===== src/design/amp_regs_pkg.sv =====
/*
 * Shared constants and types for the amplifier control/status register bank.
 * Assumes a single 20 MHz device clock; the serial bus runs far slower.
 */
package amp_regs_pkg;

   // serial bus slave address: upper five bits fixed, low two from the select pin
   localparam logic [4:0] DEV_ADDR_HI = 5'h1b;

   localparam logic [7:0] OFF_GLB_FLT = 8'h00;
   localparam logic [7:0] OFF_CH_FLT = 8'h01;
   localparam logic [7:0] OFF_DIAG12 = 8'h02;
   localparam logic [7:0] OFF_DIAG34 = 8'h03;
   localparam logic [7:0] OFF_LIVE = 8'h04;
   localparam logic [7:0] OFF_OUTST = 8'h05;
   localparam logic [7:0] OFF_PLAYMUTE = 8'h06;
   localparam logic [7:0] OFF_DIAGFB = 8'h07;
   localparam logic [7:0] OFF_GAIN = 8'h08;
   localparam logic [7:0] OFF_CURLIM = 8'h09;
   localparam logic [7:0] OFF_FREQ = 8'h0a;
   localparam logic [7:0] OFF_DIAGSYNC = 8'h0b;
   localparam logic [7:0] OFF_OUTCTL_A = 8'h0c;
   localparam logic [7:0] OFF_OUTCTL_B = 8'h0d;
   localparam logic [7:0] OFF_MISC = 8'h10;
   localparam logic [7:0] OFF_TSD_FB = 8'h13;

   localparam logic [7:0] RST_ZERO = 8'h00;
   localparam logic [7:0] RST_OUTST = 8'h0f;
   localparam logic [7:0] RST_GAIN = 8'haa;
   localparam logic [7:0] RST_CURLIM = 8'hf0;
   localparam logic [7:0] RST_FREQ = 8'h0d;
   localparam logic [7:0] RST_DIAGSYNC = 8'h50;
   localparam logic [7:0] RST_OUTCTL_A = 8'h1f;
   localparam logic [7:0] RST_OUTCTL_B = 8'h00;
   localparam logic [7:0] RST_MISC = 8'h01;

   // fields of the frequency / flag-pin, current limit and diag/sync registers
   localparam int FREQ_LSB = 0;
   localparam int FLAG_SEL_LSB = 2;
   localparam int HARD_STOP_BIT = 4;
   localparam int PHASE_BIT = 5;
   localparam int SYNC_BIT = 6;
   localparam int FB_REPORT_BIT = 7;
   localparam int FB_DIS_BIT = 0;
   localparam int CURLIM_LSB = 4;
   localparam int PRIMARY_BIT = 6;

   localparam logic [1:0] FLAG_TWEETER = 2'h0;
   localparam logic [1:0] FLAG_CLIP = 2'h1;
   localparam logic [1:0] FLAG_WARN = 2'h2;
   localparam logic [1:0] FLAG_BOTH = 2'h3;

   // synchronised pin bundle {standby_n, addr_sel[1:0], sda, scl}
   localparam logic [4:0] PIN_RST = 5'h1f;

   typedef struct packed {
      logic thermal_warning;
      logic thermal_shutdown;
      logic cp_uv;
      logic analog_supply_uv;
      logic power_stage_supply_uv;
      logic power_stage_supply_ov;
      logic [3:0] oc_ch;
      logic [3:0] dc_ch;
      logic [15:0] load_diag;
   } fault_evt_t;

   typedef struct packed {
      logic power_stage_supply_ov;
      logic power_stage_supply_uv;
      logic analog_supply_fault;
      logic cp_fault;
      logic thermal_shutdown;
      logic [1:0] warn_level;
      logic [3:0] hiz;
      logic [3:0] play;
      logic [3:0] mute;
      logic [3:0] diag_run;
      logic [3:0] foldback;
      logic [7:0] tsd_foldback;
      logic clip;
      logic tweeter;
   } live_stat_t;

   typedef struct packed {
      logic [7:0] gain;
      logic [3:0] cur_limit;
      logic foldback_off;
      logic [1:0] freq_sel;
      logic hard_stop;
      logic phase_180;
      logic [7:0] diag_sync;
      logic [7:0] out_ctl_a;
      logic [7:0] out_ctl_b;
      logic [7:0] misc;
      logic [3:0] bridge_low;
   } ctl_out_t;

   typedef enum logic [6:0] {
      ST_IDLE = 7'h01,
      ST_ADDR = 7'h02,
      ST_AACK = 7'h04,
      ST_RX = 7'h08,
      ST_RXACK = 7'h10,
      ST_TX = 7'h20,
      ST_TXACK = 7'h40
   } bus_state_t;

endpackage : amp_regs_pkg


===== src/design/amp_i2c_control_status_regs.sv =====
/*
 * Register bank of a four-channel amplifier behind a two-wire serial slave port.
 * Assumes SCL/SDA/select/standby come from outside and are resynchronised here;
 * fault and live status inputs come from logic on MCLK.
 */
// What this block does
// [RULE1] answer write address 0xD8/DA/DC/DE by select pin; read address one higher
// [RULE2] status at 0x00-0x07 and 0x13, control 0x08-0x0D and 0x10, 0x0E-0x0F unused
// [RULE3] 0x00 latches global faults: warning, dc, overcurrent, shutdown, supplies
// [RULE4] 0x01 latches overcurrent in low nibble, dc offset in high nibble
// [RULE5] 0x02 and 0x03 latch load diagnostic nibbles, lower channel in low nibble
// [RULE6] 0x04 shows live supply, charge pump and shutdown faults
// [RULE7] 0x04 bit 5 shows warning present, bits 7:6 its level
// [RULE8] 0x05 gives high-impedance and low-low flags, reset all high-impedance
// [RULE9] a low-low channel drives both bridge outputs to ground
// [RULE10] 0x06 flags play in low nibble, mute in high nibble
// [RULE11] 0x07 flags diagnostics running and thermal foldback per channel
// [RULE12] 0x08 holds two-bit gain per channel, default 26 dB
// [RULE13] 0x09 holds current limit per channel and foldback disable bit
// [RULE14] 0x0A bits 1:0 select switching frequency; master never writes code 3
// [RULE15] 0x0A bits 3:2 select what the flag pin reports
// [RULE16] 0x0A hard stop, phase, sync pulse and foldback report bits
// [RULE17] standby low clears all registers and releases the bus
// [RULE18] register address advances after every data byte written and every acknowledged byte read
// [RULE19] unused addresses read zero and ignore writes
`timescale 1ns/1ps

module amp_i2c_control_status_regs (
   input wire logic MCLK,
   input wire logic NRST,
   input wire logic CE,
   input wire logic SCL_IN,
   input wire logic SDA_IN,
   output logic SDA_OUT,
   output logic SDA_OE,
   input wire logic [1:0] ADDR_SEL,
   input wire logic STANDBY_N,
   input wire amp_regs_pkg::fault_evt_t FAULT_EVT,
   input wire amp_regs_pkg::live_stat_t LIVE,
   output amp_regs_pkg::ctl_out_t CTRL,
   output logic CLIP_FLAG_OUT,
   output logic CLIP_FLAG_OE,
   output logic OSCILLATOR_SYNC_PIN_PULSE
);

   // ------------------------------------------------------------
   // pin synchronisers
   // ------------------------------------------------------------
   logic [4:0] s1_q;
   logic [4:0] s2_q;
   logic [4:0] s3_q;
   logic [4:0] pin_q;
   logic [4:0] pin_d;
   logic [4:0] pin_raw;

   assign pin_raw = {STANDBY_N, ADDR_SEL, SDA_IN, SCL_IN};
   // a bit changes only once the last two stages agree
   assign pin_d = (~(s2_q ^ s3_q) & s2_q) | ((s2_q ^ s3_q) & pin_q);

   always_ff @(posedge MCLK or negedge NRST)
   begin
      if (!NRST)
      begin
         s1_q <= amp_regs_pkg::PIN_RST;
         s2_q <= amp_regs_pkg::PIN_RST;
         s3_q <= amp_regs_pkg::PIN_RST;
         pin_q <= amp_regs_pkg::PIN_RST;
      end
      else if (CE)
      begin
         s1_q <= pin_raw;
         s2_q <= s1_q;
         s3_q <= s2_q;
         pin_q <= pin_d;
      end
   end

   logic scl;
   logic sda;
   logic [1:0] sel;
   logic clr;
   logic scl_prev_q;
   logic sda_prev_q;
   logic scl_rise;
   logic scl_fall;
   logic bus_start;
   logic bus_stop;

   assign scl = pin_q[0];
   assign sda = pin_q[1];
   assign sel = pin_q[3:2];
   // [RULE17] standby clears everything
   assign clr = ~pin_q[4];

   always_ff @(posedge MCLK or negedge NRST)
   begin
      if (!NRST)
      begin
         scl_prev_q <= 1'b1;
         sda_prev_q <= 1'b1;
      end
      else if (CE)
      begin
         scl_prev_q <= scl;
         sda_prev_q <= sda;
      end
   end

   assign scl_rise = scl & ~scl_prev_q;
   assign scl_fall = ~scl & scl_prev_q;
   assign bus_start = scl & scl_prev_q & sda_prev_q & ~sda;
   assign bus_stop = scl & scl_prev_q & ~sda_prev_q & sda;

   // ------------------------------------------------------------
   // serial slave state machine
   // ------------------------------------------------------------
   amp_regs_pkg::bus_state_t state_q;
   logic [3:0] cnt_q;
   logic [7:0] sh_q;
   logic rw_q;
   logic have_sub_q;
   logic nack_q;
   logic [7:0] ptr_q;
   logic addr_match;
   logic rx_done;
   logic wr_stb;
   logic rd_first;
   logic rd_next;
   logic rd_take;
   logic [7:0] rd_addr;
   logic [7:0] rd_byte;

   // [RULE1] upper five bits fixed, low two from select pin
   assign addr_match = (sh_q[7:1] == {amp_regs_pkg::DEV_ADDR_HI, sel});
   assign rx_done = (state_q == amp_regs_pkg::ST_RX) && scl_fall && (cnt_q == 4'h8);
   assign wr_stb = rx_done && have_sub_q;
   assign rd_first = (state_q == amp_regs_pkg::ST_AACK) && scl_fall && rw_q;
   assign rd_next = (state_q == amp_regs_pkg::ST_TXACK) && scl_fall && !nack_q;
   assign rd_take = rd_first || rd_next;
   // [RULE18] next read byte comes from the following address
   assign rd_addr = rd_next ? ptr_q + 8'h01 : ptr_q;

   always_ff @(posedge MCLK or negedge NRST)
   begin
      if (!NRST)
      begin
         state_q <= amp_regs_pkg::ST_IDLE;
         cnt_q <= 4'h0;
         sh_q <= 8'h00;
         rw_q <= 1'b0;
         have_sub_q <= 1'b0;
         nack_q <= 1'b0;
      end
      else if (CE)
      begin
         if (clr || bus_stop)
         begin
            state_q <= amp_regs_pkg::ST_IDLE;
            cnt_q <= 4'h0;
            have_sub_q <= 1'b0;
         end
         else if (bus_start)
         begin
            state_q <= amp_regs_pkg::ST_ADDR;
            cnt_q <= 4'h0;
            have_sub_q <= 1'b0;
         end
         else
         begin
            case (state_q)
               amp_regs_pkg::ST_ADDR, amp_regs_pkg::ST_RX:
               begin
                  if (scl_rise)
                  begin
                     sh_q <= {sh_q[6:0], sda};
                     cnt_q <= cnt_q + 4'h1;
                  end
                  else if (scl_fall && cnt_q == 4'h8)
                  begin
                     cnt_q <= 4'h0;
                     if (state_q == amp_regs_pkg::ST_RX)
                     begin
                        state_q <= amp_regs_pkg::ST_RXACK;
                        have_sub_q <= 1'b1;
                     end
                     else if (addr_match)
                     begin
                        state_q <= amp_regs_pkg::ST_AACK;
                        rw_q <= sh_q[0];
                     end
                     else
                        state_q <= amp_regs_pkg::ST_IDLE;
                  end
               end
               amp_regs_pkg::ST_AACK:
               begin
                  if (scl_fall)
                  begin
                     cnt_q <= 4'h0;
                     if (rw_q)
                     begin
                        state_q <= amp_regs_pkg::ST_TX;
                        sh_q <= rd_byte;
                     end
                     else
                        state_q <= amp_regs_pkg::ST_RX;
                  end
               end
               amp_regs_pkg::ST_RXACK:
               begin
                  if (scl_fall)
                     state_q <= amp_regs_pkg::ST_RX;
               end
               amp_regs_pkg::ST_TX:
               begin
                  if (scl_rise)
                     cnt_q <= cnt_q + 4'h1;
                  else if (scl_fall)
                  begin
                     if (cnt_q == 4'h8)
                        state_q <= amp_regs_pkg::ST_TXACK;
                     else
                        sh_q <= {sh_q[6:0], 1'b0};
                  end
               end
               amp_regs_pkg::ST_TXACK:
               begin
                  if (scl_rise)
                     nack_q <= sda;
                  else if (scl_fall)
                  begin
                     cnt_q <= 4'h0;
                     if (nack_q)
                        state_q <= amp_regs_pkg::ST_IDLE;
                     else
                     begin
                        state_q <= amp_regs_pkg::ST_TX;
                        sh_q <= rd_byte;
                     end
                  end
               end
               default:
                  state_q <= amp_regs_pkg::ST_IDLE;
            endcase
         end
      end
   end

   // [RULE18] sub-address loads from first byte, then steps per written or acknowledged read byte
   always_ff @(posedge MCLK or negedge NRST)
   begin
      if (!NRST)
         ptr_q <= 8'h00;
      else if (CE)
      begin
         if (clr)
            ptr_q <= 8'h00;
         else if (rx_done && !have_sub_q)
            ptr_q <= sh_q;
         else if (wr_stb || rd_next)
            ptr_q <= ptr_q + 8'h01;
      end
   end

   // ack slots and low data bits pull the line; released in standby
   assign SDA_OUT = 1'b0;
   assign SDA_OE = ~clr && ((state_q == amp_regs_pkg::ST_AACK)
                   || (state_q == amp_regs_pkg::ST_RXACK)
                   || ((state_q == amp_regs_pkg::ST_TX) && !sh_q[7]));

   // ------------------------------------------------------------
   // latched fault registers, cleared by reading them
   // ------------------------------------------------------------
   logic [7:0] glb_flt_q;
   logic [7:0] ch_flt_q;
   logic [7:0] diag12_q;
   logic [7:0] diag34_q;
   logic [7:0] glb_set;

   // [RULE3] any-channel flags are the or of the per-channel events
   assign glb_set = {FAULT_EVT.power_stage_supply_ov, FAULT_EVT.power_stage_supply_uv,
                     FAULT_EVT.analog_supply_uv, FAULT_EVT.cp_uv,
                     FAULT_EVT.thermal_shutdown, |FAULT_EVT.oc_ch,
                     |FAULT_EVT.dc_ch, FAULT_EVT.thermal_warning};

   function automatic logic [7:0] rd_clr(input logic take, input logic [7:0] a,
                                          input logic [7:0] off);
      rd_clr = (take && a == off) ? 8'hff : 8'h00;
   endfunction : rd_clr

   // set wins over a read in the same cycle
   always_ff @(posedge MCLK or negedge NRST)
   begin
      if (!NRST)
      begin
         glb_flt_q <= amp_regs_pkg::RST_ZERO;
         ch_flt_q <= amp_regs_pkg::RST_ZERO;
         diag12_q <= amp_regs_pkg::RST_ZERO;
         diag34_q <= amp_regs_pkg::RST_ZERO;
      end
      else if (CE)
      begin
         if (clr)
         begin
            glb_flt_q <= amp_regs_pkg::RST_ZERO;
            ch_flt_q <= amp_regs_pkg::RST_ZERO;
            diag12_q <= amp_regs_pkg::RST_ZERO;
            diag34_q <= amp_regs_pkg::RST_ZERO;
         end
         else
         begin
            // [RULE3] global fault latch
            glb_flt_q <= (glb_flt_q & ~rd_clr(rd_take, rd_addr, amp_regs_pkg::OFF_GLB_FLT))
                         | glb_set;
            // [RULE4] overcurrent low nibble, dc offset high
            ch_flt_q <= (ch_flt_q & ~rd_clr(rd_take, rd_addr, amp_regs_pkg::OFF_CH_FLT))
                        | {FAULT_EVT.dc_ch, FAULT_EVT.oc_ch};
            // [RULE5] one nibble per channel, lower channel low
            diag12_q <= (diag12_q & ~rd_clr(rd_take, rd_addr, amp_regs_pkg::OFF_DIAG12))
                        | FAULT_EVT.load_diag[7:0];
            diag34_q <= (diag34_q & ~rd_clr(rd_take, rd_addr, amp_regs_pkg::OFF_DIAG34))
                        | FAULT_EVT.load_diag[15:8];
         end
      end
   end

   // ------------------------------------------------------------
   // live status registers
   // ------------------------------------------------------------
   logic [7:0] live_q;
   logic [7:0] outst_q;
   logic [7:0] playmute_q;
   logic [7:0] diagfb_q;
   logic [7:0] tsdfb_q;
   logic [7:0] outctl_b_q;

   always_ff @(posedge MCLK or negedge NRST)
   begin
      if (!NRST)
      begin
         live_q <= amp_regs_pkg::RST_ZERO;
         outst_q <= amp_regs_pkg::RST_OUTST;
         playmute_q <= amp_regs_pkg::RST_ZERO;
         diagfb_q <= amp_regs_pkg::RST_ZERO;
         tsdfb_q <= amp_regs_pkg::RST_ZERO;
      end
      else if (CE)
      begin
         if (clr)
         begin
            live_q <= amp_regs_pkg::RST_ZERO;
            outst_q <= amp_regs_pkg::RST_OUTST;
            playmute_q <= amp_regs_pkg::RST_ZERO;
            diagfb_q <= amp_regs_pkg::RST_ZERO;
            tsdfb_q <= amp_regs_pkg::RST_ZERO;
         end
         else
         begin
            // [RULE6] [RULE7] present faults, warning flag and level
            live_q <= {LIVE.warn_level, |LIVE.warn_level, LIVE.thermal_shutdown,
                       LIVE.cp_fault, LIVE.analog_supply_fault,
                       LIVE.power_stage_supply_uv, LIVE.power_stage_supply_ov};
            // [RULE8] low-low follows its control bits
            outst_q <= {outctl_b_q[3:0], LIVE.hiz};
            // [RULE10] play low, mute high
            playmute_q <= {LIVE.mute, LIVE.play};
            // [RULE11] diagnostics low, foldback high
            diagfb_q <= {LIVE.foldback, LIVE.diag_run};
            tsdfb_q <= LIVE.tsd_foldback;
         end
      end
   end

   // ------------------------------------------------------------
   // control registers
   // ------------------------------------------------------------
   logic [7:0] gain_q;
   logic [7:0] curlim_q;
   logic [7:0] freq_q;
   logic [7:0] diagsync_q;
   logic [7:0] outctl_a_q;
   logic [7:0] misc_q;

   always_ff @(posedge MCLK or negedge NRST)
   begin
      if (!NRST)
      begin
         gain_q <= amp_regs_pkg::RST_GAIN;
         curlim_q <= amp_regs_pkg::RST_CURLIM;
         freq_q <= amp_regs_pkg::RST_FREQ;
         diagsync_q <= amp_regs_pkg::RST_DIAGSYNC;
         outctl_a_q <= amp_regs_pkg::RST_OUTCTL_A;
         outctl_b_q <= amp_regs_pkg::RST_OUTCTL_B;
         misc_q <= amp_regs_pkg::RST_MISC;
      end
      else if (CE)
      begin
         if (clr)
         begin
            gain_q <= amp_regs_pkg::RST_GAIN;
            curlim_q <= amp_regs_pkg::RST_CURLIM;
            freq_q <= amp_regs_pkg::RST_FREQ;
            diagsync_q <= amp_regs_pkg::RST_DIAGSYNC;
            outctl_a_q <= amp_regs_pkg::RST_OUTCTL_A;
            outctl_b_q <= amp_regs_pkg::RST_OUTCTL_B;
            misc_q <= amp_regs_pkg::RST_MISC;
         end
         else if (wr_stb)
         begin
            // [RULE2] [RULE19] only control offsets take writes
            case (ptr_q)
               // [RULE12] gain codes
               amp_regs_pkg::OFF_GAIN: gain_q <= sh_q;
               // [RULE13] limit and foldback disable
               amp_regs_pkg::OFF_CURLIM: curlim_q <= sh_q;
               // [RULE14] [RULE15] [RULE16] frequency, flag source, options
               amp_regs_pkg::OFF_FREQ: freq_q <= sh_q;
               amp_regs_pkg::OFF_DIAGSYNC: diagsync_q <= sh_q;
               amp_regs_pkg::OFF_OUTCTL_A: outctl_a_q <= sh_q;
               amp_regs_pkg::OFF_OUTCTL_B: outctl_b_q <= sh_q;
               amp_regs_pkg::OFF_MISC: misc_q <= sh_q;
               default: misc_q <= misc_q;
            endcase
         end
      end
   end

   // ------------------------------------------------------------
   // read multiplexer
   // ------------------------------------------------------------
   always_comb
   begin
      // [RULE2] [RULE19] unmapped and unused addresses read zero
      case (rd_addr)
         amp_regs_pkg::OFF_GLB_FLT: rd_byte = glb_flt_q;
         amp_regs_pkg::OFF_CH_FLT: rd_byte = ch_flt_q;
         amp_regs_pkg::OFF_DIAG12: rd_byte = diag12_q;
         amp_regs_pkg::OFF_DIAG34: rd_byte = diag34_q;
         amp_regs_pkg::OFF_LIVE: rd_byte = live_q;
         amp_regs_pkg::OFF_OUTST: rd_byte = outst_q;
         amp_regs_pkg::OFF_PLAYMUTE: rd_byte = playmute_q;
         amp_regs_pkg::OFF_DIAGFB: rd_byte = diagfb_q;
         amp_regs_pkg::OFF_GAIN: rd_byte = gain_q;
         amp_regs_pkg::OFF_CURLIM: rd_byte = curlim_q;
         amp_regs_pkg::OFF_FREQ: rd_byte = freq_q;
         amp_regs_pkg::OFF_DIAGSYNC: rd_byte = diagsync_q;
         amp_regs_pkg::OFF_OUTCTL_A: rd_byte = outctl_a_q;
         amp_regs_pkg::OFF_OUTCTL_B: rd_byte = outctl_b_q;
         amp_regs_pkg::OFF_MISC: rd_byte = misc_q;
         amp_regs_pkg::OFF_TSD_FB: rd_byte = tsdfb_q;
         default: rd_byte = 8'h00;
      endcase
   end

   // ------------------------------------------------------------
   // control outputs, flag pin and sync pulse
   // ------------------------------------------------------------
   assign CTRL.gain = gain_q;
   assign CTRL.cur_limit = curlim_q[amp_regs_pkg::CURLIM_LSB +: 4];
   assign CTRL.foldback_off = curlim_q[amp_regs_pkg::FB_DIS_BIT];
   assign CTRL.freq_sel = freq_q[amp_regs_pkg::FREQ_LSB +: 2];
   assign CTRL.hard_stop = freq_q[amp_regs_pkg::HARD_STOP_BIT];
   assign CTRL.phase_180 = freq_q[amp_regs_pkg::PHASE_BIT];
   assign CTRL.diag_sync = diagsync_q;
   assign CTRL.out_ctl_a = outctl_a_q;
   assign CTRL.out_ctl_b = outctl_b_q;
   assign CTRL.misc = misc_q;
   // [RULE9] low-low channels pull both bridge outputs to ground
   assign CTRL.bridge_low = outst_q[7:4];

   logic flag_src;
   logic warn;
   logic is_primary;

   assign warn = |LIVE.warn_level;
   // [RULE15] flag pin source select
   always_comb
   begin
      case (freq_q[amp_regs_pkg::FLAG_SEL_LSB +: 2])
         amp_regs_pkg::FLAG_TWEETER: flag_src = LIVE.tweeter;
         amp_regs_pkg::FLAG_CLIP: flag_src = LIVE.clip;
         amp_regs_pkg::FLAG_WARN: flag_src = warn;
         default: flag_src = LIVE.clip | warn;
      endcase
   end

   // [RULE16] sync only from the primary oscillator end
   assign is_primary = (sel == 2'h0) && diagsync_q[amp_regs_pkg::PRIMARY_BIT];
   assign CLIP_FLAG_OUT = 1'b0;

   always_ff @(posedge MCLK or negedge NRST)
   begin
      if (!NRST)
      begin
         CLIP_FLAG_OE <= 1'b0;
         OSCILLATOR_SYNC_PIN_PULSE <= 1'b0;
      end
      else if (CE)
      begin
         // [RULE16] foldback optionally reported too
         CLIP_FLAG_OE <= ~clr && (flag_src
                         || (freq_q[amp_regs_pkg::FB_REPORT_BIT] && |LIVE.foldback));
         // [RULE16] one-cycle sync pulse on write
         OSCILLATOR_SYNC_PIN_PULSE <= ~clr && wr_stb && (ptr_q == amp_regs_pkg::OFF_FREQ)
                           && sh_q[amp_regs_pkg::SYNC_BIT] && is_primary;
      end
   end

endmodule : amp_i2c_control_status_regs


===== config.mk =====
export PLATFORM = sky130hd
export DESIGN_NAME = amp_i2c_control_status_regs
export DESIGN_NICKNAME = d
export VERILOG_FILES = /design/src/design/amp_regs_pkg.sv /design/src/design/amp_i2c_control_status_regs.sv
export SDC_FILE = /design/constraint.sdc
export NUM_CORES = 1
export LEC_CHECK = 0
export ABC_AREA = 0
export BUFFER_PORTS_ARGS = -buffer_cell sky130_fd_sc_hd__buf_2
export CAP_MARGIN = 10
export CORE_AREA = 4 4 205 207
export CTS_CLUSTER_DIAMETER = 80
export DETAILED_ROUTE_END_ITERATION = 10
export DIE_AREA = 0 0 209 211
export GPL_TIMING_DRIVEN = 1
export PLACE_DENSITY_LB_ADDON = 0.25
export SYNTH_ARGS = -nofsm -noshare
export SYNTH_HDL_FRONTEND = slang
export SYNTH_SLANG_ARGS = --single-unit

===== constraint.sdc =====
create_clock -name MCLK -period 4.6 [get_ports MCLK]
set_input_delay 0.92 -clock MCLK [delete_from_list [all_inputs] [get_ports MCLK]]
set_output_delay 0.92 -clock MCLK [all_outputs]
set_load 0.005 [all_outputs]

==> implementation parameters, run 1 <==
Parameter                              Value

CTS
  Clk sinks ... 182
  Worst-path clk slew ... 80 ps
  Resized cells post-CTS ... 0
  Clock H-tree levels ... 4
  Clock insertion delay at the later pin of the skew report ... 450 ps
  Clock tree from TritonCTS ... done
  CTS root buffer ... sky130_fd_sc_hd__clkbuf_16
  Hold buffer count at cts ... 0
  Post-CTS setup buffer count ... 0
  Total CTS buffers ... 17
  Buffer levels on the longest clock path ... 2

STA
  Fin crit share ... 0.837
  Post-layout min period ... 3850 ps
  Total negative slack ... 0 ps
  Relative slew slack ... 0.211
  Fmax ... 0.260 GHz
  Fin Clk Skew ... 14.7 ps
  Total count of hold-check failures in the final report ... 0
  Count of endpoints failing setup in the final report ... 0
  Worst-margin pin slew ... 1170 ps
  Setup repair after global routing missed its margin ... false
  Final hold slack ... 493 ps
  Max Transition Viols Final ... 0

Finish
  Post-layout net count ... 1276
  Number of diodes added for antenna fixing ... 0
  Leading cell types in the layout, fill and taps excluded ... sky130_fd_sc_hd__nand2_1, sky130_fd_sc_hd__dfrtp_1, sky130_fd_sc_hd__buf_2, sky130_fd_sc_hd__o21ai_0, sky130_fd_sc_hd__inv_1
  Most common library cell in the layout ignoring fill and taps ... sky130_fd_sc_hd__nand2_1
  Layout cells sized above 1 ... 0.233
  Layout overhead on the synthesized area ... 16.8%
  Post-layout instance count excluding filler cells ... 1740
  Final core occ ... 0.288

Floorplanning
  Core region area ... 40400 um^2
  Standard-cell rows ... 74
  Die outline height ... 211 um
  Width of the chip ... 209 um
  Full die area ... 44100 um^2
  Initial Util ... 0.247
  IO Pins ... 133

Power
  Reported net switching power ... 1.66 mW
  Portion of total power attributed to sequential cells ... 0.485
  Leak ... 4.72 nW
  Power density normalized to cell area ... 407 nW/um^2
  Total Power Consumption ... 4.74 mW
  Portion of total power attributed to the clock network ... 0.314
  Total internal power ... 3.07 mW
  Worst IR Drop VDD ... 0.295 mV
  Part of the power in combinational logic ... 0.201
  Switching Share ... 0.351

Logic synthesis
  Largest area contributor in the netlist ... sky130_fd_sc_hd__dfrtp_1
  Main area contributors after synthesis ... sky130_fd_sc_hd__dfrtp_1, sky130_fd_sc_hd__dfstp_2, sky130_fd_sc_hd__nand2_1
  Number of flip-flops and latches in the synthesized netlist ... 182
  Count of flip-flops with a built-in enable after synthesis ... 0
  Fraction of post-synthesis cell area in the top cell type by area ... 0.342
  Number of distinct library cells after synthesis ... 79
  Instance count of the mapped netlist ... 1109
  Sequential fraction of the synthesis area ... 0.463
  Count of warnings emitted by yosys ... 0
  Most frequently used flop master after synthesis ... sky130_fd_sc_hd__dfrtp_1
  Post-Synthesis Cell Area ... 9960 um^2
  Average footprint of a synthesized cell ... 8.98 um^2
  Proportion of synthesized flip-flops having asynchronous set or reset ... 1.00

Critical path
  Type of element capturing the critical path ... flip-flop
  Cell mode on critical path ... sky130_fd_sc_hd__nor4_1
  Signal arrival time at the worst endpoint ... 4220 ps
  Category of the worst setup path launch point ... flip-flop
  Crit path cell chain ... buf_4, ha_1, nand4_1, nor4_1, o311a_1, o31a_1, nand2_1, a211oi_1, nor4_1, a31oi_1
  Category of the most critical setup path ... flip-flop to flip-flop
  Highest-delay cell along the critical path ... sky130_fd_sc_hd__nor4_1
  Biggest fanout along the worst timing path ... 16
  CP peak stage delay ... 550 ps
  Required @ worst endpoint ... 4970 ps

Detailed routing
  Routed Antenna Nets ... 0
  Pre-Repair DR Iteration Count ... 5
  Via count normalized by instance count ... 5.16
  Uppermost routed layer ... met5
  Routed length on met1 ... 17000 um
  Detailed-routed wire length on met2 ... 17500 um
  Met3 wire length ... 2190 um
  Overall routed net length ... 37600 um
  Total via count in the routed design ... 8984
  Initial DRC count ... 867
  DR WL/cell ... 21.6 um
  Count of unresolved DRC violations after routing ... 0

GRT
  Vias in the first global route ... 8723
  Largest net degree at the start of global routing ... 103
  Wire length of the first global-routing pass ... 56200 um
  Initial antenna violation count ... 1
  Overall track demand over capacity in global routing ... 0.167
  Residual overflow from global routing ... 0

Run
  Number of max-cap violations ... 0

Placement
  Half-perimeter wire length after detailed placement ... 27700 um
  Number of I/O port buffers ... 130
  Global placement routability congestion ... 0.905
  Cell count after placement ... 1708

Worst hold path
  Hold Path Class ... flip-flop to flip-flop

Status
  Result of the run ... completed
[critical path: cells and delay by family, from the launching register on]
family	cells	cell delay (ps)
fa+ha+maj	1	430
compound gates	4	1370
flops	1	350
simple gates	4	1350
buf+inv	1	250
[cells by family after synthesis]
logic type               after synthesis  share of synthesized area
AO/OA/AOI/OAI                        380                      0.248
buffers and inverters                165                     0.0720
adder cells (fa/ha/maj)                6                    0.00754
other                                  1                   0.000376
XOR/XNOR                               5                    0.00440
multiplexers                          44                     0.0491
AND/OR/NAND/NOR                      326                      0.156
flip-flops                           182                      0.463
[sequential cells by signal, summed over array words and instances (netlist names), 7 cells and up, named ones only]
| signal | cells |
|---|---|
| state_q | 7 |
| tsdfb_q | 8 |
| playmute_q | 8 |
| diag12_q | 8 |
| sh_q | 8 |
| misc_q | 8 |
| outctl_a_q | 8 |
| diag34_q | 8 |
| diagfb_q | 8 |
| live_q | 8 |
| ptr_q | 8 |
| glb_flt_q | 8 |
| freq_q | 8 |
| diagsync_q | 8 |
| outctl_b_q | 8 |
| outst_q | 8 |
| ch_flt_q | 8 |
| curlim_q | 8 |
| gain_q | 8 |
[Yosys cell counts (6+ instances only)]
| master | instances |
|---|---|
| sky130_fd_sc_hd__buf_4 | 19 |
| sky130_fd_sc_hd__buf_1 | 8 |
| sky130_fd_sc_hd__a22oi_1 | 50 |
| sky130_fd_sc_hd__dfstp_2 | 46 |
| sky130_fd_sc_hd__a21o_1 | 9 |
| sky130_fd_sc_hd__ha_1 | 6 |
| sky130_fd_sc_hd__nor4_1 | 14 |
| sky130_fd_sc_hd__a222oi_1 | 8 |
| sky130_fd_sc_hd__nand2_1 | 156 |
| sky130_fd_sc_hd__o22ai_1 | 54 |
| sky130_fd_sc_hd__o21ai_1 | 14 |
| sky130_fd_sc_hd__nand3_1 | 22 |
| sky130_fd_sc_hd__nor2_1 | 46 |
| sky130_fd_sc_hd__mux2_2 | 29 |
| sky130_fd_sc_hd__a221oi_1 | 11 |
| sky130_fd_sc_hd__inv_1 | 77 |
| sky130_fd_sc_hd__o31ai_1 | 6 |
| sky130_fd_sc_hd__o21ai_0 | 115 |
| sky130_fd_sc_hd__nand2b_1 | 14 |
| sky130_fd_sc_hd__a21oi_1 | 42 |
| sky130_fd_sc_hd__nor2b_1 | 6 |
| sky130_fd_sc_hd__buf_2 | 18 |
| sky130_fd_sc_hd__a31oi_1 | 8 |
| sky130_fd_sc_hd__mux2i_1 | 14 |
| sky130_fd_sc_hd__clkbuf_1 | 40 |
| sky130_fd_sc_hd__nor3_1 | 22 |
| sky130_fd_sc_hd__a22o_1 | 9 |
| sky130_fd_sc_hd__dfrtp_1 | 136 |
[layout make-up]
| class | instances | area [um^2] |
|---|---|---|
| repair buffers | 152 | 840 |
| inverters | 79 | 297 |
| clock buffers | 18 | 439 |
| multi-input cells | 763 | 4650 |
| flip-flops and latches | 182 | 4610 |
| clock inverters | 14 | 134 |
| well taps | 532 | 666 |
| fillers | 4409 | 28700 |
[per-stage QoR]
step           cell area, um^2  worst slack, ps
6_report                 11600              751
5_1_grt                  11600              481
3_3_place_gp             11100              835
4_1_cts                  11600              817
3_5_place_dp             11100              861
2_1_floorplan             9970             1590
[routing by layer]
| metal | vias to the layer above | GRT usage |
|---|---|---|
| met1 | 4405 | 0.227 |
| met2 | 339 | 0.271 |
| met5 | - | 0 |
| met3 | 47 | 0.0309 |
| li1 | 4191 | - |
| met4 | 2 | 0.0533 |
[final timing paths]
path	start	endpoint	slack [ps]	depth (start not counted)
setup / recovery	ptr_q[1]	sh_q[1]	750	10
hold / removal	curlim_q[3]	curlim_q[3]	490	2
setup reg to reg	ptr_q[1]	sh_q[1]	750	10
hold reg to reg	curlim_q[3]	curlim_q[3]	490	2
max in group asynchronous	NRST	outctl_a_q[4]	3030	2
min in group asynchronous	NRST	OSCILLATOR_SYNC_PIN_PULSE	590	1
[power by group through the flow]
stage | Combinational (mW) | Sequential, mW | Clock, mW
after floorplan | 0.653 | 2.14 | 0
after global placement | 0.938 | 2.33 | 0
after detailed placement | 0.958 | 2.33 | 0
after CTS | 0.966 | 2.30 | 1.52
after global routing | 1.07 | 2.33 | 1.58
final | 0.952 | 2.30 | 1.49
Note: power is estimated with default switching activity, not from simulation.
==> run 2, diff against run 1 <==
==> constraint.sdc (replaced) <==
create_clock -name MCLK -period 3.5 [get_ports MCLK]
set_input_delay 0.7 -clock MCLK [delete_from_list [all_inputs] [get_ports MCLK]]
set_output_delay 0.7 -clock MCLK [all_outputs]
set_load 0.005 [all_outputs]
==> implementation parameters, run 2 (synthesis results as in run 1) <==
Parameter                              Value

STA
  Worst-margin pin slew ... 947 ps (-227 ps)
  Fin Clk Skew ... 23.0 ps (+8.36 ps)
  Fin crit share ... 0.934 (+0.0974)
  Post-layout min period ... 3270 ps (-579 ps)
  Setup repair after global routing missed its margin ... true
  Total negative slack ... 0 ps (unchanged)
  Fmax ... 0.306 GHz (+18%)
  Final hold slack ... 299 ps (-194 ps)
  Total count of hold-check failures in the final report ... 0 (unchanged)
  Max Transition Viols Final ... 0 (unchanged)
  Relative slew slack ... 0.364 (+0.153)
  Count of endpoints failing setup in the final report ... 0 (unchanged)

Floorplanning
  Die outline height ... 211 um (unchanged)
  IO Pins ... 133 (unchanged)
  Initial Util ... 0.247 (unchanged)
  Width of the chip ... 209 um (unchanged)
  Full die area ... 44100 um^2 (unchanged)
  Standard-cell rows ... 74 (unchanged)
  Core region area ... 40400 um^2 (unchanged)

Finish
  Layout cells sized above 1 ... 0.262 (+0.0284)
  Leading cell types in the layout, fill and taps excluded ... sky130_fd_sc_hd__nand2_1, sky130_fd_sc_hd__dfrtp_1, sky130_fd_sc_hd__buf_2, sky130_fd_sc_hd__o21ai_0, sky130_fd_sc_hd__inv_1
  Most common library cell in the layout ignoring fill and taps ... sky130_fd_sc_hd__nand2_1
  Number of diodes added for antenna fixing ... 0 (unchanged)
  Filler instances ... 4333 (-1.7%)
  Layout overhead on the synthesized area ... 20.5%
  Post-layout net count ... 1317 (+3.2%)

CTS
  Total CTS buffers ... 17 (unchanged)
  CTS root buffer ... sky130_fd_sc_hd__clkbuf_16
  Clock tree from TritonCTS ... done
  Post-CTS setup buffer count ... 0 (unchanged)
  Clock H-tree levels ... 4 (unchanged)
  Buffer levels on the longest clock path ... 2 (unchanged)
  Clock insertion delay at the later pin of the skew report ... 450 ps (about the same)
  Worst-path clk slew ... 80 ps (about the same)
  Clk sinks ... 182 (unchanged)

Critical path
  End of the worst register-to-register path ... glb_flt_q[2]
  Category of the worst setup path launch point ... flip-flop
  Biggest fanout along the worst timing path ... 12 (-4)
  Category of the most critical setup path ... flip-flop to flip-flop
  Required @ worst endpoint ... 3810 ps (-1160 ps)
  Source of the worst register-to-register timing path ... scl_prev_q
  Worst reg2reg path depth ... 10 (unchanged)
  Signal arrival time at the worst endpoint ... 3580 ps (-640 ps)
  R2r setup slk ... 230 ps (-520 ps)
  Type of element capturing the critical path ... flip-flop

Power
  Leak ... 4.94 nW (+4.7%)
  Portion of total power attributed to the clock network ... 0.314 (about the same)
  Switching Share ... 0.343 (-0.00823)
  Power density normalized to cell area ... 524 nW/um^2 (+29%)
  Worst IR Drop VDD ... 0.373 mV (+27%)
  Reported net switching power ... 2.16 mW (+30%)
  Total internal power ... 4.13 mW (+34%)
  Portion of total power attributed to sequential cells ... 0.474 (-0.011)
  Part of the power in combinational logic ... 0.211 (+0.010)

Placement
  Number of I/O port buffers ... 130 (unchanged)
  Global placement routability congestion ... 0.958 (+5.9%)
  Half-perimeter wire length after detailed placement ... 28200 um (+1.9%)

GRT
  Overall track demand over capacity in global routing ... 0.170 (+0.00296)
  Wire length of the first global-routing pass ... 57800 um (+2.8%)
  Initial antenna violation count ... 0 (-1)
  Residual overflow from global routing ... 0 (unchanged)
  Vias in the first global route ... 9050 (+3.7%)
  Largest net degree at the start of global routing ... 82 (-20%)

Run
  Number of max-cap violations ... 0 (unchanged)

Detailed routing
  Pre-Repair DR Iteration Count ... 5 (unchanged)
  Via count normalized by instance count ... 5.13 (-0.70%)
  Initial DRC count ... 754 (-13%)
  Total via count in the routed design ... 9131 (+1.6%)
  Overall routed net length ... 37700 um (+0.40%)
  Count of unresolved DRC violations after routing ... 0 (unchanged)
  Routed Antenna Nets ... 0 (unchanged)
  DR WL/cell ... 21.2 um (-1.9%)

Worst hold path
  Hold Path Class ... primary input to async pin

Status
  Result of the run ... completed
[run 2: power by group through the flow]
stage                     sequential, mW  combinational [mW]  clock, mW
final                               2.98                1.33       1.98
after global routing                3.03                1.50       2.11
after CTS                           2.98                1.35       2.03
after detailed placement            3.02                1.35          0
after global placement              3.02                1.32          0
after floorplan                     2.82               0.859          0
[run 2: how the worst max path moves through the flow]
stage / from / endpoint / slack, ps / cells after the start
after floorplan: ptr_q[0] / glb_flt_q[1] / 490 / 10
after global placement: state_q[1] / glb_flt_q[2] / 170 / 9
after detailed placement: state_q[1] / diag12_q[1] / 120 / 8
after CTS: state_q[1] / diag12_q[1] / 90 / 8
after global routing: state_q[6] / diag34_q[6] / -20 / 9
final: scl_prev_q / glb_flt_q[2] / 230 / 10
[run 2: layer usage]
metal,wire length [um],GRT usage,vias up,part of all wire
met4,1310,0.0628,0,0.035
met3,2240,0.0389,56,0.059
met1,16900,0.234,4476,0.45
li1,-,-,4272,-
met5,0,0,-,0
met2,17300,0.262,327,0.46
[run 2: repair_timing]
action                     4_1_cts  5_1_grt
setup endpoints to repair        0       35
gates resized for setup          0        4
hold buffers                     0        0
hold endpoints to repair         0        0
[run 2: layout make-up]
type                       instances  area [um^2]  share of cell area
multi-input combinational        763         4670               0.389
sequential                       182         4610               0.384
timing repair buffer             193         1170              0.0977
tap                              532          666              0.0555
clock buffer                      17          425              0.0354
inverter                          79          297              0.0247
clock inverter                    15          161              0.0134
[run 2: through the flow]
| step | setup slack, ps | std cells | utilization | power, mW | instance area, um^2 |
|---|---|---|---|---|---|
| 2_1_floorplan | 492 | 1110 | - | 3.68 | 9970 |
| 3_3_place_gp | 166 | 1749 | 0.282 | 4.34 | 11400 |
| 3_5_place_dp | 117 | 1749 | 0.282 | 4.36 | 11400 |
| 4_1_cts | 91.9 | 1781 | 0.297 | 6.36 | 12000 |
| 5_1_grt | -23.1 | 1781 | 0.297 | 6.65 | 12000 |
| 6_report | 230 | 1781 | 0.297 | 6.29 | 12000 |
[run 2: critical path, cell delays in order (launching register included)]
cell and delay (ps):
sky130_fd_sc_hd__dfstp_2 550, sky130_fd_sc_hd__buf_4 150, sky130_fd_sc_hd__or4bb_1 450, sky130_fd_sc_hd__nor4_1 320, sky130_fd_sc_hd__xnor2_1 210, sky130_fd_sc_hd__o311ai_1 140, sky130_fd_sc_hd__buf_4 210, sky130_fd_sc_hd__nor3_1 390
sky130_fd_sc_hd__nand2_1 310, sky130_fd_sc_hd__a22oi_1 260, sky130_fd_sc_hd__o22ai_1 110
==> run 3, diff against run 2 <==
--- a/config.mk
+++ b/config.mk
@@ -17,3 +17,4 @@
 export SYNTH_ARGS = -nofsm -noshare
 export SYNTH_HDL_FRONTEND = slang
 export SYNTH_SLANG_ARGS = --single-unit
+export TNS_END_PERCENT = 1
==> constraint.sdc (replaced) <==
create_clock -name MCLK -period 3.15 [get_ports MCLK]
set_input_delay 0.1575 -clock MCLK [delete_from_list [all_inputs] [get_ports MCLK]]
set_output_delay 0.1575 -clock MCLK [all_outputs]
set_load 0.005 [all_outputs]
==> implementation parameters, run 3 (synthesis results as in run 1) <==
Parameter                              Value

STA
  Setup repair after global routing missed its margin ... true
  Count of endpoints failing setup in the final report ... 0 (unchanged)
  Relative slew slack ... 0.301 (-0.0625)
  Total negative slack ... 0 ps (unchanged)
  Post-layout min period ... 3030 ps (-243 ps)
  Fin Clk Skew ... 22.4 ps (-0.670 ps)
  Worst-margin pin slew ... 1040 ps (+93.0 ps)
  Fin crit share ... 0.961 (+0.0266)
  Total count of hold-check failures in the final report ... 0 (unchanged)
  Max Transition Viols Final ... 0 (unchanged)
  Fmax ... 0.330 GHz (+8.0%)

Critical path
  Biggest fanout along the worst timing path ... 5 (-7)
  Type of element capturing the critical path ... flip-flop
  Required @ worst endpoint ... 3500 ps (-310 ps)
  Source of the worst register-to-register timing path ... scl_prev_q
  Category of the worst setup path launch point ... flip-flop
  Critical Path Start ... scl_prev_q
  Signal arrival time at the worst endpoint ... 3380 ps (-200 ps)
  Category of the most critical setup path ... flip-flop to flip-flop

CTS
  Worst-path clk slew ... 90 ps (about the same)
  Buffer levels on the longest clock path ... 2 (unchanged)
  CTS root buffer ... sky130_fd_sc_hd__clkbuf_16
  Clock tree from TritonCTS ... done
  Post-CTS setup buffer count ... 0 (unchanged)
  Clock H-tree levels ... 4 (unchanged)
  Clk sinks ... 182 (unchanged)
  Clock insertion delay at the later pin of the skew report ... 460 ps (about the same)
  Total CTS buffers ... 17 (unchanged)

Power
  Total internal power ... 4.59 mW (+11%)
  Portion of total power attributed to the clock network ... 0.310 (-0.004)
  Power density normalized to cell area ... 554 nW/um^2 (+5.7%)
  Reported net switching power ... 2.51 mW (+16%)
  Part of the power in combinational logic ... 0.221 (+0.010)
  Switching Share ... 0.354 (+0.0104)
  Portion of total power attributed to sequential cells ... 0.469 (-0.005)
  Total Power Consumption ... 7.10 mW (+13%)
  Leak ... 5.34 nW (+8.2%)
  Worst IR Drop VDD ... 0.404 mV (+8.3%)

Detailed routing
  Total via count in the routed design ... 9484 (+3.9%)
  Initial DRC count ... 982 (+30%)
  Routed Antenna Nets ... 0 (unchanged)
  Overall routed net length ... 39000 um (+3.4%)
  Count of unresolved DRC violations after routing ... 0 (unchanged)
  Pre-Repair DR Iteration Count ... 7 (+2)
  DR WL/cell ... 20.9 um (-1.1%)
  Via count normalized by instance count ... 5.10 (-0.60%)

Placement
  Number of I/O port buffers ... 130 (unchanged)
  Global placement routability congestion ... 0.889 (-7.2%)
  Half-perimeter wire length after detailed placement ... 29300 um (+4.0%)

GRT
  Wire length of the first global-routing pass ... 58500 um (+1.3%)
  Overall track demand over capacity in global routing ... 0.173 (+0.00315)
  Initial antenna violation count ... 0 (unchanged)
  Residual overflow from global routing ... 0 (unchanged)
  Vias in the first global route ... 9094 (+0.49%)
  Largest net degree at the start of global routing ... 98 (+20%)

Finish
  Layout overhead on the synthesized area ... 28.8%
  Leading cell types in the layout, fill and taps excluded ... sky130_fd_sc_hd__nand2_1, sky130_fd_sc_hd__dfrtp_1, sky130_fd_sc_hd__buf_2, sky130_fd_sc_hd__o21ai_0, sky130_fd_sc_hd__buf_4
  Post-layout net count ... 1397 (+6.1%)
  Layout cells sized above 1 ... 0.287 (+0.0249)
  Most common library cell in the layout ignoring fill and taps ... sky130_fd_sc_hd__nand2_1
  Filler instances ... 4302 (-0.72%)
  Number of diodes added for antenna fixing ... 0 (unchanged)

Floorplanning
  Core region area ... 40400 um^2 (unchanged)
  Full die area ... 44100 um^2 (unchanged)
  IO Pins ... 133 (unchanged)
  Initial Util ... 0.247 (unchanged)
  Die outline height ... 211 um (unchanged)
  Width of the chip ... 209 um (unchanged)
  Standard-cell rows ... 74 (unchanged)

Worst hold path
  Hold Path Class ... primary input to flip-flop
  Worst min-delay path startpoint ... FAULT_EVT[26]

Status
  Result of the run ... completed

Run
  Number of max-cap violations ... 0 (unchanged)
## run 3: worst max-delay path, stage by stage (launching register included)
cell	delay [ps]
sky130_fd_sc_hd__dfstp_2	550
sky130_fd_sc_hd__or3b_2	530
sky130_fd_sc_hd__buf_4	200
sky130_fd_sc_hd__nor3_4	220
sky130_fd_sc_hd__nor2_1	120
sky130_fd_sc_hd__buf_4	180
sky130_fd_sc_hd__a221o_1	290
sky130_fd_sc_hd__a222oi_1	290
sky130_fd_sc_hd__o21ai_0	140
sky130_fd_sc_hd__a211o_1	280
sky130_fd_sc_hd__a2bb2oi_1	140
## run 3: stage by stage
step	hold WS, ps	cell area [um^2]	util	setup WS (ps)	cells
3_3_place_gp	226	11700	0.289	24.2	1788
3_5_place_dp	222	11700	0.289	-16.2	1788
5_1_grt	7.22	12800	0.318	-41.3	1861
2_1_floorplan	-138	9970	-	142	1110
6_report	20.5	12800	0.318	123	1861
4_1_cts	4.83	12700	0.315	3.44	1861
## run 3: layer usage
metal  part of all wire  GRT usage  vias up
li1                   -          -     4438
met1               0.45      0.239     4700
met2               0.48      0.284      310
met3              0.050     0.0291       36
met4              0.019     0.0443        0
met5                  0          0        -
## run 3: final cells by class
| type | count | area, um^2 | share of cell area |
|---|---|---|---|
| Inverter | 79 | 297 | 0.0231 |
| Multi-Input combinational cell | 763 | 4760 | 0.371 |
| Clock inverter | 15 | 184 | 0.0143 |
| Tap cell | 532 | 666 | 0.0519 |
| Clock buffer | 17 | 425 | 0.0332 |
| Timing Repair Buffer | 273 | 1880 | 0.147 |
| Sequential cell | 182 | 4610 | 0.360 |
## run 3: power groups by stage
stage	registers (mW)	clock network [mW]	logic, mW
2_1_floorplan	3.13	0	0.954
3_3_place_gp	3.39	0	1.49
3_5_place_dp	3.38	0	1.53
4_1_cts	3.34	2.26	1.57
5_1_grt	3.38	2.36	1.75
6_report	3.33	2.20	1.57
## run 3: path summary, 6_finish.rpt
| check | slack (ps) | depth (start not counted) | end |
|---|---|---|---|
| worst max-delay path | 120 | 10 | sh_q[5] |
| worst min-delay path | 20 | 3 | glb_flt_q[5] |
| worst max register to register | 120 | 10 | sh_q[5] |
| worst min register to register | 510 | 2 | misc_q[0] |
| max in group asynchronous | 2050 | 3 | diag12_q[2] |
| min in group asynchronous | 290 | 2 | sh_q[4] |
## run 3: timing repair
| item | 4_1_cts | 5_1_grt |
|---|---|---|
| hold buffers | 41 | 0 |
| gates resized for setup | 3 | 27 |
| endpoints found under the hold margin | 87 | 0 |
| pin swaps | 0 | 4 |
| setup endpoints to repair | 3 | 49 |
